File: config.mk
export PLATFORM = sky130hd
export DESIGN_NAME = shared_reset_boot
export DESIGN_NICKNAME = d
export VERILOG_FILES = /design/src/shared_reset_boot.v
export VERILOG_INCLUDE_DIRS = /design/src
export SDC_FILE = /design/constraint.sdc
export NUM_CORES = 1
export LEC_CHECK = 0
export ABC_AREA = 1
export BUFFER_PORTS_ARGS = -buffer_cell sky130_fd_sc_hd__buf_2
export CAP_MARGIN = 20
export CELL_PAD_IN_SITES_DETAIL_PLACEMENT = 0
export CELL_PAD_IN_SITES_GLOBAL_PLACEMENT = 1
export CORE_ASPECT_RATIO = 1.4
export CORE_MARGIN = 5
export CORE_UTILIZATION = 41
export CTS_CLUSTER_DIAMETER = 30
export CTS_CLUSTER_SIZE = 20
export DETAILED_ROUTE_END_ITERATION = 8
export PLACE_DENSITY = 0.78
export RECOVER_POWER = 100
export SYNTH_ARGS = -nofsm -noshare
export SYNTH_HDL_FRONTEND = slang
export SYNTH_SLANG_ARGS = --single-unit
File: constraint.sdc
create_clock -name sys_clk -period 2.6 [get_ports sys_clk]
set_input_delay 0.52 -clock sys_clk [delete_from_list [all_inputs] [get_ports sys_clk]]
set_output_delay 0.52 -clock sys_clk [all_outputs]
set_load 0.1 [all_outputs]
File: src/shared_reset_defines.vh
// Constants for the shared reset and boot mode selector.
`ifndef SHARED_RESET_DEFINES_VH
`define SHARED_RESET_DEFINES_VH
`define BOOT_CODE_PARALLEL   4'h0
`define BOOT_CODE_RAM        4'h1
`define BOOT_CODE_SERIAL     4'h2
`define BOOT_CODE_CAN        4'h3
`define BOOT_CODE_ETHERNET   4'h4
`define BOOT_CODE_OTP        4'h6
`define BOOT_CODE_FLASH      4'h7
`define BOOT_CODE_SSI_MASTER 4'h9
`define BOOT_CODE_I2C_MASTER 4'hA
`define BOOT_MODE_PARALLEL   4'h0
`define BOOT_MODE_RAM        4'h1
`define BOOT_MODE_SERIAL     4'h2
`define BOOT_MODE_CAN        4'h3
`define BOOT_MODE_ETHERNET   4'h4
`define BOOT_MODE_OTP        4'h6
`define BOOT_MODE_FLASH      4'h7
`define BOOT_MODE_SSI_MASTER 4'h9
`define BOOT_MODE_I2C_MASTER 4'hA
`define BOOT_MODE_RESET      4'h7
`define SEQ_IDLE             3'h0
`define SEQ_DEVICE_INIT      3'h1
`define SEQ_MASTER_INIT      3'h2
`define SEQ_RELEASE          3'h3
`define SEQ_SAMPLE           3'h4
`define SEQ_BRANCH           3'h5
`endif

File: src/shared_reset_boot.v
// Shared reset combiner and master boot sequence with strap decode.
`include "shared_reset_defines.vh"
module shared_reset_boot #(
  // Length of the device-level initialisation phase in clocks.
  // The phase counter is eight bits wide, so this must not exceed 256.
  parameter DEVICE_INIT_CYCLES = 8,
  // Length of the master initialisation phase in clocks, same limit.
  // Both phases stand in for firmware work and only set the pacing.
  parameter MASTER_INIT_CYCLES = 8,
  // Set for the earliest silicon: top strap ignored and no remapping.
  // Codes eight to fifteen on the pins are then read as codes zero to seven.
  parameter EARLY_REVISION     = 0,
  // Set for test-grade parts, which alone may boot from the OTP area.
  // On every other part code six behaves like the flash code.
  parameter TEST_GRADE         = 0
) (
  input  wire       sys_clk,
  input  wire       rst,
  // Reset pins, active low and asynchronous to sys_clk.
  input  wire       external_reset_pin_n,
  input  wire       analog_reset_pin_n,
  // Reset requests from the master side, already on sys_clk.
  input  wire       master_software_reset,
  input  wire       master_debugger_reset,
  input  wire       master_watchdog_reset,
  input  wire       master_nmi_watchdog_reset,
  input  wire       reset_propagate_enable,
  input  wire       analog_bus_reset,
  // Boot strap pins and the optional alternate code, static during a boot.
  input  wire       boot_select_bit3,
  input  wire       boot_select_bit2,
  input  wire       boot_select_bit1,
  input  wire       boot_select_bit0,
  input  wire       boot_pin_remap_enable,
  input  wire [3:0] boot_pin_remap,
  // Handshakes from the master application after the boot.
  input  wire       master_to_control_wake_interrupt,
  input  wire       application_ready,
  // Reset outputs, each taken straight from a flip-flop.
  output reg        shared_analog_reset,
  output reg        analog_subsystem_reset,
  output reg        shared_resource_reset,
  output reg        master_system_reset,
  output reg        external_parallel_port_reset,
  output reg        control_subsystem_reset,
  // Sequencer status and the latched boot mode.
  output reg        control_idle,
  output reg        master_boot_start,
  output reg        device_init_active,
  output reg        master_init_active,
  output reg        boot_mode_valid,
  output reg  [3:0] boot_mode,
  output reg        branch_to_application
);
  // Synchronised copies of the asynchronous pin and strap inputs.
  // Bit zero of each pair is only ever read by bit one, so a metastable
  // first stage has a whole clock to settle before logic sees it.
  reg [1:0] xrs_sync;
  reg [1:0] ars_sync;
  reg [1:0] b3_sync;
  reg [1:0] b2_sync;
  reg [1:0] b1_sync;
  reg [1:0] b0_sync;
  reg [1:0] remap_sync;
  reg [3:0] remap_val_sync0;
  reg [3:0] remap_val_sync1;
  // Boot sequencer state, its phase counter and the delayed master reset.
  // The delayed copy lets the idle state see the falling edge of reset.
  reg [2:0] state;
  reg [2:0] next_state;
  reg [7:0] count;
  reg       master_reset_prev;
  // Combined reset terms and the strap code before and after revision masking.
  // These are plain gates; every output below is registered from them.
  wire      xrs_active;
  wire      ars_active;
  wire      shared_src;
  wire      master_src;
  wire [3:0] raw_code;
  wire [3:0] code;

  // Map a four-bit boot code onto the mode that the boot program runs.
  // The mode encoding equals the code for every supported entry, and all
  // unsupported codes land on the flash mode, which is also the value the
  // mode output shows while the master is held in reset.
  // The early flag removes the two bus-master loaders, and the test flag
  // is the only way code six reaches the OTP mode.
  function [3:0] decode_mode;
    input [3:0] c;
    input       early;
    input       test_part;
    begin
      decode_mode = `BOOT_MODE_FLASH;
      if (c == `BOOT_CODE_PARALLEL) begin
        decode_mode = `BOOT_MODE_PARALLEL;
      end else if (c == `BOOT_CODE_RAM) begin
        decode_mode = `BOOT_MODE_RAM;
      end else if (c == `BOOT_CODE_SERIAL) begin
        decode_mode = `BOOT_MODE_SERIAL;
      end else if (c == `BOOT_CODE_CAN) begin
        decode_mode = `BOOT_MODE_CAN;
      end else if (c == `BOOT_CODE_ETHERNET) begin
        decode_mode = `BOOT_MODE_ETHERNET;
      end else if (c == `BOOT_CODE_OTP && test_part) begin
        decode_mode = `BOOT_MODE_OTP;
      end else if (c == `BOOT_CODE_FLASH) begin
        decode_mode = `BOOT_MODE_FLASH;
      end else if (c == `BOOT_CODE_SSI_MASTER && !early) begin
        decode_mode = `BOOT_MODE_SSI_MASTER;
      end else if (c == `BOOT_CODE_I2C_MASTER && !early) begin
        decode_mode = `BOOT_MODE_I2C_MASTER;
      end
    end
  endfunction

  // Two-stage synchronisers for every pin-level input.
  // The reset pins are inverted on entry so that a high bit means active.
  // The alternate code is a four-bit word that passes the stages as a word;
  // this is safe only because it is static long before the straps are read,
  // and the enable that selects it is synchronised on its own.
  // None of these flops is reset: they simply follow their pins.
  always @(posedge sys_clk) begin
    xrs_sync        <= {xrs_sync[0], ~external_reset_pin_n};
    ars_sync        <= {ars_sync[0], ~analog_reset_pin_n};
    b3_sync         <= {b3_sync[0], boot_select_bit3};
    b2_sync         <= {b2_sync[0], boot_select_bit2};
    b1_sync         <= {b1_sync[0], boot_select_bit1};
    b0_sync         <= {b0_sync[0], boot_select_bit0};
    remap_sync      <= {remap_sync[0], boot_pin_remap_enable};
    remap_val_sync0 <= boot_pin_remap;
    remap_val_sync1 <= remap_val_sync0;
  end

  // The reset input acts like the external pin, so both feed every chain.
  // The analog pin only reaches the analog subsystem reset.
  // Pin levels are used only after both synchroniser stages.
  assign xrs_active = xrs_sync[1] | rst;
  assign ars_active = ars_sync[1];
  // Software and debugger resets only count once propagation is enabled.
  // Before the master enables it, these two requests leave both shared resets low,
  // though through the master reset they still hold the control and analog subsystems.
  assign shared_src = xrs_active |
                      (reset_propagate_enable &
                       (master_software_reset | master_debugger_reset));
  // The master reset takes every source except the analog pin and the analog bus reset, watchdogs included, unmasked.
  // Any of them restarts the boot sequence once it goes away.
  assign master_src = xrs_active | master_software_reset | master_debugger_reset |
                      master_watchdog_reset | master_nmi_watchdog_reset;

  // Strap code, pin four on top; remap only on the later revision.
  // The code is read continuously but only captured in the sample state,
  // so only the strap level sampled two clocks before that capture, through the synchroniser, has any effect.
  // The early revision forces the top bit low whatever the pin shows.
  assign raw_code = (remap_sync[1] && !EARLY_REVISION) ? remap_val_sync1 :
                    {b3_sync[1], b2_sync[1], b1_sync[1], b0_sync[1]};
  assign code     = EARLY_REVISION ? {1'b0, raw_code[2:0]} : raw_code;

  // Reset outputs driven from flip-flops.
  // Each output lags its sources by one clock, which keeps every top-level
  // output glitch free at the cost of a cycle of latency.
  // The parallel port follows the master reset, never the shared one.
  always @(posedge sys_clk) begin
    shared_analog_reset          <= shared_src;
    shared_resource_reset        <= shared_src;
    master_system_reset          <= master_src;
    external_parallel_port_reset <= master_src;
    master_reset_prev            <= master_src;
  end

  // Boot sequencer state register.
  // The counter restarts on every state change, so each timed phase
  // lasts exactly its parameter in clocks.
  // Any master reset source returns the sequencer to idle at once.
  always @(posedge sys_clk) begin
    if (master_src) begin
      state <= `SEQ_IDLE;
      count <= 8'h00;
    end else begin
      state <= next_state;
      if (next_state != state) begin
        count <= 8'h00;
      end else begin
        count <= count + 8'h01;
      end
    end
  end

  // Next-state selection in the boot order.
  // Idle waits for the clock after the master reset goes inactive, then
  // the two timed phases run, then release, sample and branch follow one
  // clock each; branch is the resting state until the next reset.
  always @* begin
    next_state = state;
    case (state)
      `SEQ_IDLE: begin
        if (master_reset_prev) begin
          next_state = `SEQ_DEVICE_INIT;
        end
      end
      `SEQ_DEVICE_INIT: begin
        if (count == DEVICE_INIT_CYCLES - 1) begin
          next_state = `SEQ_MASTER_INIT;
        end
      end
      `SEQ_MASTER_INIT: begin
        if (count == MASTER_INIT_CYCLES - 1) begin
          next_state = `SEQ_RELEASE;
        end
      end
      // Release lasts one clock; the output process frees control then.
      `SEQ_RELEASE: begin
        next_state = `SEQ_SAMPLE;
      end
      // The straps are captured during this single clock.
      `SEQ_SAMPLE: begin
        next_state = `SEQ_BRANCH;
      end
      // Branch and the unused codes all settle in the branch state.
      default: begin
        next_state = `SEQ_BRANCH;
      end
    endcase
  end

  // Sequencer outputs, subsystem holds and the latched boot mode.
  // During any master reset the control and analog subsystems are held,
  // the mode shows the flash fallback and every status flag is low.
  // When release and the wake interrupt meet in one clock, release wins
  // and the control processor is left idle.
  always @(posedge sys_clk) begin
    if (master_src) begin
      control_subsystem_reset <= 1'b1;
      analog_subsystem_reset  <= 1'b1;
      control_idle            <= 1'b0;
      master_boot_start       <= 1'b0;
      device_init_active      <= 1'b0;
      master_init_active      <= 1'b0;
      boot_mode_valid         <= 1'b0;
      boot_mode               <= `BOOT_MODE_RESET;
      branch_to_application   <= 1'b0;
    end else begin
      master_boot_start  <= (state == `SEQ_IDLE) && master_reset_prev;
      device_init_active <= (next_state == `SEQ_DEVICE_INIT);
      master_init_active <= (next_state == `SEQ_MASTER_INIT);
      if (state == `SEQ_RELEASE) begin
        control_subsystem_reset <= 1'b0;
        control_idle            <= 1'b1;
      end else if (master_to_control_wake_interrupt) begin
        control_idle <= 1'b0;
      end
      // Analog stays held by shared reset, bus reset or its own pin.
      analog_subsystem_reset <= shared_src | analog_bus_reset | ars_active |
                                (state != `SEQ_SAMPLE && state != `SEQ_BRANCH &&
                                 analog_subsystem_reset);
      if (state == `SEQ_SAMPLE && !boot_mode_valid) begin
        boot_mode       <= decode_mode(code, EARLY_REVISION != 0, TEST_GRADE != 0);
        boot_mode_valid <= 1'b1;
      end
      // The branch waits for both a captured mode and resident application code.
      branch_to_application <= boot_mode_valid && application_ready;
    end
  end
endmodule

* Word-level counts from Yosys, hierarchy flattened
Index checks and enable logic that the tools add are counted.
** Word-level totals
- Bits in writable memories :: 0
- Bits in registers :: 47
- Output and inout port bits :: 16
- Memory bits (read-only) :: 0
- Word-level logic and storage cells :: 78
- Memories :: 0
- Bits in latches :: 0
- Input port bits :: 21
** Operators by class
- Bitwise operators :: 13
- Equality and inequality tests :: 17
- Shifts and indexed selects :: 0
- Mux-type cells :: 15
- Divide/modulo/power cells :: 0
- $add $sub $neg :: 1
- $lt $le $gt $ge :: 0
- $mul :: 0
- Reductions and logical operators :: 10
** Operators with widths (count)
- two-way mux 4 bit :: 9
- case mux 3 bit (4 select lines) :: 1
- bitwise OR 1 bit :: 10
- == test 3 x 2 -> 1 bit (second input constant) :: 3
- two-way mux 3 bit :: 3
- adder 8 x 1 -> 8 bit (second input constant) :: 1
- == test 4 x 2 -> 1 bit (second input constant) :: 2
- == test 4 x 3 -> 1 bit (second input constant) :: 2
- == test 4 bit (second input constant) :: 2
- == test 8 x 3 -> 1 bit (second input constant) :: 1
- == test 3 x 1 -> 1 bit (second input constant) :: 2
- inequality test 3 bit (second input constant) :: 2
- logical AND 1 bit :: 5
- == test 4 x 1 -> 1 bit (second input constant) :: 1
- zero test 4 bit :: 1
- == test 3 bit (second input constant) :: 1
- zero test 3 bit :: 1
- inequality test 3 bit :: 1
- two-way mux 1 bit :: 2
- NOT 1 bit :: 2
- nonzero test 2 bit :: 1
- OR reduction 2 bit :: 1
- AND 1 bit :: 1
- zero test 1 bit :: 1

* Depth between registers and ports, before layout
Gate-level depths: netlist of run 1.
- Depth in word-level cells :: 10
- Depth in mapped cells :: 9
- Gate-level depth less buffers :: 9

* Least setup slack after synthesis of run 1
Ideal clock, no wire load.
- Path kind :: reg2out
- Start point :: reg, netlist name master_reset_prev
- End point :: out master_system_reset
- Data required time :: 2080 ps
- Buffers on the path :: 1
- Cell stages (with the launch flop) :: 2
- Data arrival time :: 1442 ps
- Path slack :: 638 ps
- Path through :: dfxtp_1 -> buf_4
** RTL lines
- end: declaration :: line shared_reset_boot.v:43 : output reg master_system_reset,

* Worst setup path after layout of run 1
- Start point :: reg boot_mode_valid
- End point :: out boot_mode_valid
** RTL lines
- start: declaration :: line shared_reset_boot.v:51 : output reg boot_mode_valid,
- start signal: assignment :: line shared_reset_boot.v:238 : boot_mode_valid <= 1'b0;
- start signal: assignment :: line shared_reset_boot.v:257 : boot_mode_valid <= 1'b1;
No word-level cell between the ends.

==> results.sh, run 1 <==
export IMPL_status="finished clean"
export IMPL_wire_per_inst_um=10.4
export IMPL_slew_headroom_pct=21.1
export IMPL_power_switching_mw=0.277
export IMPL_drv_slew=0
export IMPL_grt_overflow=0
export IMPL_setup_viol=0
export IMPL_final_min_clock_period_ps=2040
export IMPL_power_mw=1.42
export IMPL_pwr_share_comb_pct=3.5
export IMPL_netlist_cell_type_count=28
export IMPL_hold_slack_ps=319
export IMPL_start_util_pct=42.8
export IMPL_leakagePower_nw=0.804
export IMPL_seqCellArea_sq_um=941
export IMPL_die_area_sq_mm=0.00523
export IMPL_remaining_drc_errors=0
export IMPL_timing_fmax_mhz=489
export IMPL_synth_area_sq_mm=0.00159
export IMPL_antenna_found_initial=0
export IMPL_diodes=0
export IMPL_clkTransAtPathRegs_ps=90
export IMPL_cts_tree="built"
export IMPL_peakVddDrop_v=0.000374
export IMPL_critPathSlowestCell="clkbuf_1"
export IMPL_multi_input_area_sq_um=507
export IMPL_die_h_um=83.6
export IMPL_drt_total_wl_um=2620
export IMPL_arrival_ps=1520
export IMPL_p_clk_share_pct=43.9
export IMPL_syn_inst=170
export IMPL_crit_family="buffers and inverters"
export IMPL_cts_root_buf="clkbuf_8"
export IMPL_die_w_um=62.6
export IMPL_power_switching_share_pct=19.5
export IMPL_ios=37
export IMPL_worstMarginPinSlew_ps=1190
export IMPL_via_count=1128
export IMPL_period_share_pct=78.6
export IMPL_syn_nets=192
export IMPL_path_cells="clkbuf_1"
export IMPL_clock_path_buffers=2
export IMPL_tns_ps=0
export IMPL_yosysTopAreaCell="dfxtp_1"
export IMPL_grt_pass1_wl_um=4400
export IMPL_synthTopCellsByArea="dfxtp_1, nand2_1, inv_1, nor2_2, nor2_1"
export IMPL_seq_power_share_pct=52.5
export IMPL_antenna_left=0
export IMPL_nets=232
export IMPL_worstSkewPairLatency_ps=290
export IMPL_postPlaceCellArea_sq_mm=0.00180
export IMPL_via_per_inst=4.46
export IMPL_r2r_cells=8
export IMPL_ys_seq_area_share_pct=59.3
export IMPL_cp_required_ps=2080
export IMPL_worst_setup_path_end_kind="output port"
export IMPL_hp_class="in2reg"
export IMPL_cts_buffers=5
export IMPL_holdPathStages=1
export IMPL_path_buf_inv=1
export IMPL_core_area_sq_mm=0.00371
export IMPL_fin_area_sq_mm=0.00189
export IMPL_rsz0062_at_grt="no"
export IMPL_clock_sinks=47
export IMPL_skew_ps=3.91
export IMPL_final_hold_violation_count=0
export IMPL_ys_warn_count=0
export IMPL_grt_max_degree=16
export IMPL_cp_num_cells=1
export IMPL_drtPass1Iterations=4
export IMPL_worst_setup_path_start_kind="register"
export IMPL_avgSynthCellArea_sq_um=9.34
export IMPL_fin_util_pct=50.9
export IMPL_p_per_area_mw_per_mm2=750
export IMPL_cts_setup_buffers=0
export IMPL_cpPeakStageDelay_ps=870
export IMPL_hpwl_um=1970
export IMPL_ctsResizeCount=0
export IMPL_drive_above_1_share_pct=21.8
export IMPL_grt_usage_pct=10.5
export IMPL_io_buffers=36
export IMPL_drt_iter0_markers=22
export IMPL_crit_path_max_fanout=3
export IMPL_areaGrowthSynthToFinish_pct=19.0
export IMPL_cts_hold_buf=0
export IMPL_synth_top_area_share_pct=59.3
export IMPL_grt_pass1_vias=1103
export IMPL_p_int_mw=1.14
export IMPL_htree_levels=2
export IMPL_rows=26
export IMPL_drv_cap=0
export IMPL_path_class="reg2out"
export IMPL_ys_ff_latch=47
export IMPL_final_fill_count=363
export IMPL_gp_congestion=0.818
-- synthesized netlist by cell type --
master,number
dfxtp_1,47
nand2_1,22
inv_1,21
nor2_1,17
nor2_2,12
a21oi_1,7
nand3_1,7
o21ai_0,7
xnor2_1,4
nand2_2,3
buf_4,2
inv_2,2
nand3_2,2
nor3_1,2
xor2_1,2
a21oi_2,1
a21oi_4,1
buf_2,1
clkinv_1,1
ha_1,1
nand3_4,1
nand3b_1,1
nand4_1,1
nor3b_1,1
nor4_1,1
o211ai_2,1
o21ai_1,1
o21ai_2,1
-- final timing paths --
check / from / end / slack [ps]
max: boot_mode_valid / boot_mode_valid / 560
min: boot_pin_remap_enable / remap_sync[0] / 320
max reg2reg: count[0] / count[0] / 790
min reg2reg: b2_sync[0] / b2_sync[1] / 330
-- layout make-up --
class                   instances  area share, %
inverters                      24           4.77
repair buffers                 36           8.61
clock inverters                 3           3.58
multi-input cells              96           26.8
well taps                      42           2.78
clock buffers                   5           3.64
flip-flops and latches         47           49.8
-- metrics by stage --
stage | setup WS [ps] | std cells
global route | 485 | 253
floorplan | 638 | 170
CTS | 865 | 253
global placement | 910 | 245
finish | 557 | 253
detailed placement | 862 | 245
-- flip-flops by register name, summed over array words and instances (netlist names), 2 cells and up --
register,count
ars_sync,2
b0_sync,2
b1_sync,2
b2_sync,2
b3_sync,2
boot_mode,4
count,8
remap_sync,2
remap_val_sync0,4
remap_val_sync1,4
state,3
xrs_sync,2
-- cells by family after synthesis --
group / count (synthesis) / synth area share, %
AND/OR/NAND/NOR: 70 / 22.1
buffers and inverters: 27 / 6.93
XOR/XNOR: 6 / 3.31
flip-flops: 47 / 59.3
AO/OA/AOI/OAI: 19 / 7.64
adder cells (fa/ha/maj): 1 / 0.788
-- placed cells by master, fill, tap and decap left out, types with 2 or more instances in the layout --
master      n
a21oi_1     7
nor2_1     20
clkbuf_1   14
dfxtp_1    47
nor3_1      2
buf_2      22
bufinv_16   2
nand2_1    22
inv_1      22
nand3_1    10
o21ai_0     7
clkinv_1    2
nand2_2     3
xor2_1      2
nor2_2      9
xnor2_1     4
clkbuf_8    5
-- metal layers --
layer | vias to the layer above | track usage, % | wire length [um]
met5 | - | 0 | 0
met4 | 0 | 5.60 | 50
met3 | 5 | 5.26 | 210
met2 | 32 | 17.2 | 1230
met1 | 489 | 10.7 | 1130
li1 | 602 | - | -
-- power by group through the flow --
stage	Sequential [mW]	Clock, mW	Combinational, mW
2_1_floorplan	0.769	0	0.0248
3_3_place_gp	0.761	0	0.0504
3_5_place_dp	0.762	0	0.0518
4_1_cts	0.745	0.638	0.0519
5_1_grt	0.747	0.669	0.0556
6_report	0.744	0.623	0.0501
(Power assumes the default switching activity.)
==> inputs of run 2 (changes only) <==
--- a/config.mk
+++ b/config.mk
@@ -13,11 +13,11 @@
 export CELL_PAD_IN_SITES_GLOBAL_PLACEMENT = 1
 export CORE_ASPECT_RATIO = 1.4
 export CORE_MARGIN = 5
-export CORE_UTILIZATION = 41
+export CORE_UTILIZATION = 39
 export CTS_CLUSTER_DIAMETER = 30
 export CTS_CLUSTER_SIZE = 20
 export DETAILED_ROUTE_END_ITERATION = 8
-export PLACE_DENSITY = 0.78
+export PLACE_DENSITY = 0.74
 export RECOVER_POWER = 100
 export SYNTH_ARGS = -nofsm -noshare
 export SYNTH_HDL_FRONTEND = slang
==> constraint.sdc (replaced) <==
create_clock -name sys_clk -period 2.06 [get_ports sys_clk]
set_input_delay 0.412 -clock sys_clk [delete_from_list [all_inputs] [get_ports sys_clk]]
set_output_delay 0.412 -clock sys_clk [all_outputs]
set_load 0.1 [all_outputs]
==> results.sh, run 2 (synthesis results as in run 1) <==
export IMPL_remaining_drc_errors=0
export IMPL_final_cell_mix="dfxtp_1, nor2_1, nand2_1, inv_1, buf_2"
export IMPL_final_min_clock_period_ps=1640
export IMPL_drt_total_wl_um=2720
export IMPL_fin_util_pct=47.5
export IMPL_grt_overflow=0
export IMPL_via_count=1135
export IMPL_areaGrowthSynthToFinish_pct=18.1
export IMPL_core_area_sq_mm=0.00395
export IMPL_crit_path_max_fanout=4
export IMPL_drv_cap=0
export IMPL_worstReg2RegStart="count[0]"
export IMPL_worstMarginPinSlew_ps=548
export IMPL_placedCellCount=247
export IMPL_reg2reg_slack_ps=430
export IMPL_worst_setup_path_end_kind="output port"
export IMPL_setup_viol=0
export IMPL_cpPeakStageDelay_ps=500
export IMPL_clkTransAtPathRegs_ps=80
export IMPL_largest_register="count"
export IMPL_antenna_found_initial=0
export IMPL_cp_num_cells=1
export IMPL_p_per_area_mw_per_mm2=842
export IMPL_io_buffers=36
export IMPL_timing_fmax_mhz=611
export IMPL_cts_hold_buf=0
export IMPL_cts_tree="built"
export IMPL_peakVddDrop_v=0.000583
export IMPL_drt_iter0_markers=37
export IMPL_diodes=0
export IMPL_grt_usage_pct=11.2
export IMPL_grt_pass1_vias=1148
export IMPL_grt_pass1_wl_um=4830
export IMPL_path_buf_inv=1
export IMPL_rows=27
export IMPL_final_hold_violation_count=0
export IMPL_tns_ps=0
export IMPL_cp_required_ps=1650
export IMPL_seqCellArea_sq_um=941
export IMPL_cts_setup_buffers=0
export IMPL_worst_setup_path_start_kind="register"
export IMPL_r2r_cells=8
export IMPL_path_class="reg2out"
export IMPL_hpwl_um=2160
export IMPL_multi_input_area_sq_um=507
export IMPL_gp_congestion=0.762
export IMPL_arrival_ps=1230
export IMPL_crit_family="buffers and inverters"
export IMPL_skew_ps=3.28
export IMPL_cts_root_buf="clkbuf_8"
export IMPL_worstSkewPairLatency_ps=290
export IMPL_critPathCapture="master_system_reset"
export IMPL_htree_levels=2
export IMPL_r2r_end="count[5]"
export IMPL_largest_register_ffs=8
export IMPL_fin_area_sq_mm=0.00188
export IMPL_nets=233
export IMPL_slew_headroom_pct=63.6
export IMPL_status="finished clean"
export IMPL_clock_sinks=47
export IMPL_cts_buffers=5
export IMPL_hold_slack_ps=219
export IMPL_drtPass1Iterations=4
export IMPL_antenna_left=0
export IMPL_path_cells="clkbuf_2"
export IMPL_drv_slew=0
export IMPL_ios=37
export IMPL_die_area_sq_mm=0.00547
export IMPL_start_util_pct=40.2
export IMPL_die_h_um=85.5
export IMPL_die_w_um=63.9
export IMPL_startpoint="master_reset_prev"
export IMPL_grt_max_degree=14
export IMPL_hp_class="in2reg"
export IMPL_final_fill_count=407
export IMPL_wire_per_inst_um=10.7
export IMPL_ctsResizeCount=0
export IMPL_clock_path_buffers=2
export IMPL_leakagePower_nw=0.838
export IMPL_drive_above_1_share_pct=25.9
export IMPL_final_common_cell="dfxtp_1"
export IMPL_postPlaceCellArea_sq_mm=0.00181
export IMPL_period_share_pct=79.5
export IMPL_via_per_inst=4.45
export IMPL_rsz0062_at_grt="no"
export IMPL_stdcell_count=255
export IMPL_critPathSlowestCell="clkbuf_2"
run 2: changes by cell type in the layout (fill, tap and decap cells not counted):
cell and change:
nand3_4 +1, nor2_2 -4, nor2_1 +4, bufinv_16 -2, nand2_1 +1, nand2_2 -1
clkinvlp_4 -1, clkbuf_1 -12, clkbuf_2 +16, nand3_1 -1, buf_2 -2, clkbuf_8 +2
run 2: per-stage QoR:
stage / power [mW] / worst slack, ps
after CTS: 1.62 / 444
after global placement: 1.03 / 643
after floorplan: 1.00 / 206
final: 1.58 / 422
after detailed placement: 1.03 / 542
after global routing: 1.66 / 261
run 2: metal layers:
metal / vias to the layer above / share of wire [%] / global-route usage, %
li1: 608 / - / -
met5: - / 0 / 0
met2: 28 / 52 / 18.8
met3: 4 / 6.0 / 3.67
met4: 0 / 2.2 / 6.81
met1: 495 / 40 / 11.9
run 2: worst min-delay path by stage:
stage / cells past startpoint / startpoint / to
floorplan: 0 / ars_sync[0] / ars_sync[1]
global placement: 0 / ars_sync[0] / ars_sync[1]
detailed placement: 0 / b2_sync[0] / b2_sync[1]
CTS: 1 / boot_pin_remap[3] / remap_val_sync0[3]
global route: 1 / boot_pin_remap[2] / remap_val_sync0[2]
finish: 1 / boot_pin_remap[0] / remap_val_sync0[0]
run 2: power by group:
part           internal (mW)  switching, mW  total (mW)
clock network          0.306          0.270       0.575
logic                 0.0237         0.0409      0.0645
registers              0.932        0.00773       0.940
total                   1.26          0.318        1.58
run 2: final cells by class:
type	instances	area share [%]
Sequential cell	47	50.2
Tap cell	43	2.87
Timing Repair Buffer	37	9.81
Clock buffer	8	5.34
Multi-Input combinational cell	96	27.0
Inverter	24	4.80
==> inputs of run 3 (changes only) <==
--- a/config.mk
+++ b/config.mk
@@ -13,11 +13,11 @@
 export CELL_PAD_IN_SITES_GLOBAL_PLACEMENT = 1
 export CORE_ASPECT_RATIO = 1.4
 export CORE_MARGIN = 5
-export CORE_UTILIZATION = 39
+export CORE_UTILIZATION = 35
 export CTS_CLUSTER_DIAMETER = 30
 export CTS_CLUSTER_SIZE = 20
 export DETAILED_ROUTE_END_ITERATION = 8
-export PLACE_DENSITY = 0.74
+export PLACE_DENSITY = 0.7
 export RECOVER_POWER = 100
 export SYNTH_ARGS = -nofsm -noshare
 export SYNTH_HDL_FRONTEND = slang
==> constraint.sdc (replaced) <==
create_clock -name sys_clk -period 1.5 [get_ports sys_clk]
set_input_delay 0.3 -clock sys_clk [delete_from_list [all_inputs] [get_ports sys_clk]]
set_output_delay 0.3 -clock sys_clk [all_outputs]
set_load 0.1 [all_outputs]
==> results.sh, run 3 (synthesis results as in run 1) <==
export IMPL_cts_tree="built"
export IMPL_path_buf_inv=1
export IMPL_worstReg2RegStart="count[0]"
export IMPL_cpPeakStageDelay_ps=440
export IMPL_critPathCapture="master_system_reset"
export IMPL_r2r_end="count[7]"
export IMPL_p_per_area_mw_per_mm2=1190
export IMPL_drt_iter0_markers=26
export IMPL_start_util_pct=35.6
export IMPL_nets=233
export IMPL_final_min_clock_period_ps=1430
export IMPL_areaGrowthSynthToFinish_pct=22.5
export IMPL_fin_area_sq_mm=0.00195
export IMPL_cts_buffers=5
export IMPL_ctsResizeCount=0
export IMPL_skew_ps=6.67
export IMPL_gp_congestion=0.718
export IMPL_cts_hold_buf=0
export IMPL_largest_register="count"
export IMPL_wire_per_inst_um=9.82
export IMPL_critPathSlowestCell="buf_2"
export IMPL_leakagePower_nw=0.843
export IMPL_via_count=1119
export IMPL_grt_usage_pct=10.5
export IMPL_antenna_left=0
export IMPL_drv_slew=0
export IMPL_clkTransAtPathRegs_ps=90
export IMPL_remaining_drc_errors=0
export IMPL_period_share_pct=95.1
export IMPL_arrival_ps=1130
export IMPL_cts_setup_buffers=0
export IMPL_peakVddDrop_v=0.000459
export IMPL_via_per_inst=4.08
export IMPL_timing_fmax_mhz=701
export IMPL_io_buffers=36
export IMPL_cp_required_ps=1200
export IMPL_cp_num_cells=1
export IMPL_clock_path_buffers=2
export IMPL_crit_family="buffers and inverters"
export IMPL_placedCellCount=266
export IMPL_final_common_cell="dfxtp_1"
export IMPL_path_cells="buf_2"
export IMPL_worst_setup_path_end_kind="output port"
export IMPL_rsz0062_at_grt="no"
export IMPL_rows=29
export IMPL_worstMarginPinSlew_ps=546
export IMPL_startpoint="master_reset_prev"
export IMPL_drive_above_1_share_pct=30.7
export IMPL_path_class="reg2out"
export IMPL_grt_pass1_wl_um=4730
export IMPL_die_w_um=66.9
export IMPL_slew_headroom_pct=63.8
export IMPL_core_area_sq_mm=0.00446
export IMPL_final_hold_violation_count=0
export IMPL_final_fill_count=465
export IMPL_hp_class="in2reg"
export IMPL_grt_max_degree=15
export IMPL_worstSkewPairLatency_ps=300
export IMPL_worst_setup_path_start_kind="register"
export IMPL_drt_total_wl_um=2690
export IMPL_r2r_cells=8
export IMPL_seqCellArea_sq_um=945
export IMPL_antenna_found_initial=0
export IMPL_postPlaceCellArea_sq_mm=0.00184
export IMPL_die_h_um=89.7
export IMPL_status="finished clean"
export IMPL_cts_root_buf="clkbuf_8"
export IMPL_hpwl_um=2070
export IMPL_final_cell_mix="dfxtp_1, inv_1, buf_2, nor2_1, nand2_1"
export IMPL_reg2reg_slack_ps=170
export IMPL_htree_levels=2
export IMPL_power_mw=2.32
export IMPL_crit_path_max_fanout=4
export IMPL_stdcell_count=274
export IMPL_drv_cap=0
export IMPL_clock_sinks=47
export IMPL_drtPass1Iterations=4
export IMPL_ios=37
export IMPL_tns_ps=0
export IMPL_die_area_sq_mm=0.00600
export IMPL_setup_viol=0
export IMPL_grt_pass1_vias=1139
export IMPL_largest_register_ffs=8
export IMPL_diodes=0
export IMPL_multi_input_area_sq_um=532
export IMPL_grt_overflow=0
[run 3: changes by cell type in the layout (fill, tap and decap cells not counted), sizes merged]
cell	previous run	this run
bufinv	0	1
clkbuf	25	20
buf	20	23
inv	22	23
[run 3: cell type report]
class / count / share of cell area (%)
Sequential cell: 47 / 48.6
Multi-Input combinational cell: 96 / 27.3
Timing Repair Buffer: 37 / 9.45
Inverter: 24 / 4.63
Clock buffer: 6 / 4.24
Tap cell: 62 / 3.99
Clock inverter: 2 / 1.80
[run 3: per-layer routing]
layer  track usage, %  up-vias  routed length (um)
met2             18.5       24                1370
met4             6.64        0                  68
met1             10.8      481                1100
met3             3.24        6                 146
met5                0        -                   0
li1                 -      608                   -
[run 3: worst reg2reg max path, delay by kind of cell (launching register included)]
kind	cells	cell delay, ps
DFF	1	350
and+or+nand+nor	7	680
adders and majority gates	1	210
[run 3: how the worst min path moves through the flow]
stage / depth (start not counted) / endpoint / slack, ps / startpoint
after floorplan: 0 / ars_sync[1] / 310 / ars_sync[0]
after global placement: 0 / remap_val_sync1[3] / 310 / remap_val_sync0[3]
after detailed placement: 0 / b1_sync[1] / 310 / b1_sync[0]
after CTS: 1 / b3_sync[0] / 80 / boot_select_bit3
after global routing: 1 / b3_sync[0] / 70 / boot_select_bit3
final: 1 / b3_sync[0] / 100 / boot_select_bit3
[run 3: where the power goes]
group          internal (mW)  switching (mW)
clock network          0.539           0.401
registers               1.28          0.0103
logic                 0.0328          0.0553
total                   1.85           0.467
[run 3: stage by stage]
stage               hold WS, ps  utilization [%]  worst slack (ps)
floorplan                   310                -              3.63
global route               74.7             43.6              20.0
global placement            310             41.1               104
CTS                        82.7             43.8              47.5
finish                     96.3             43.6              73.5
detailed placement          313             41.1              65.2
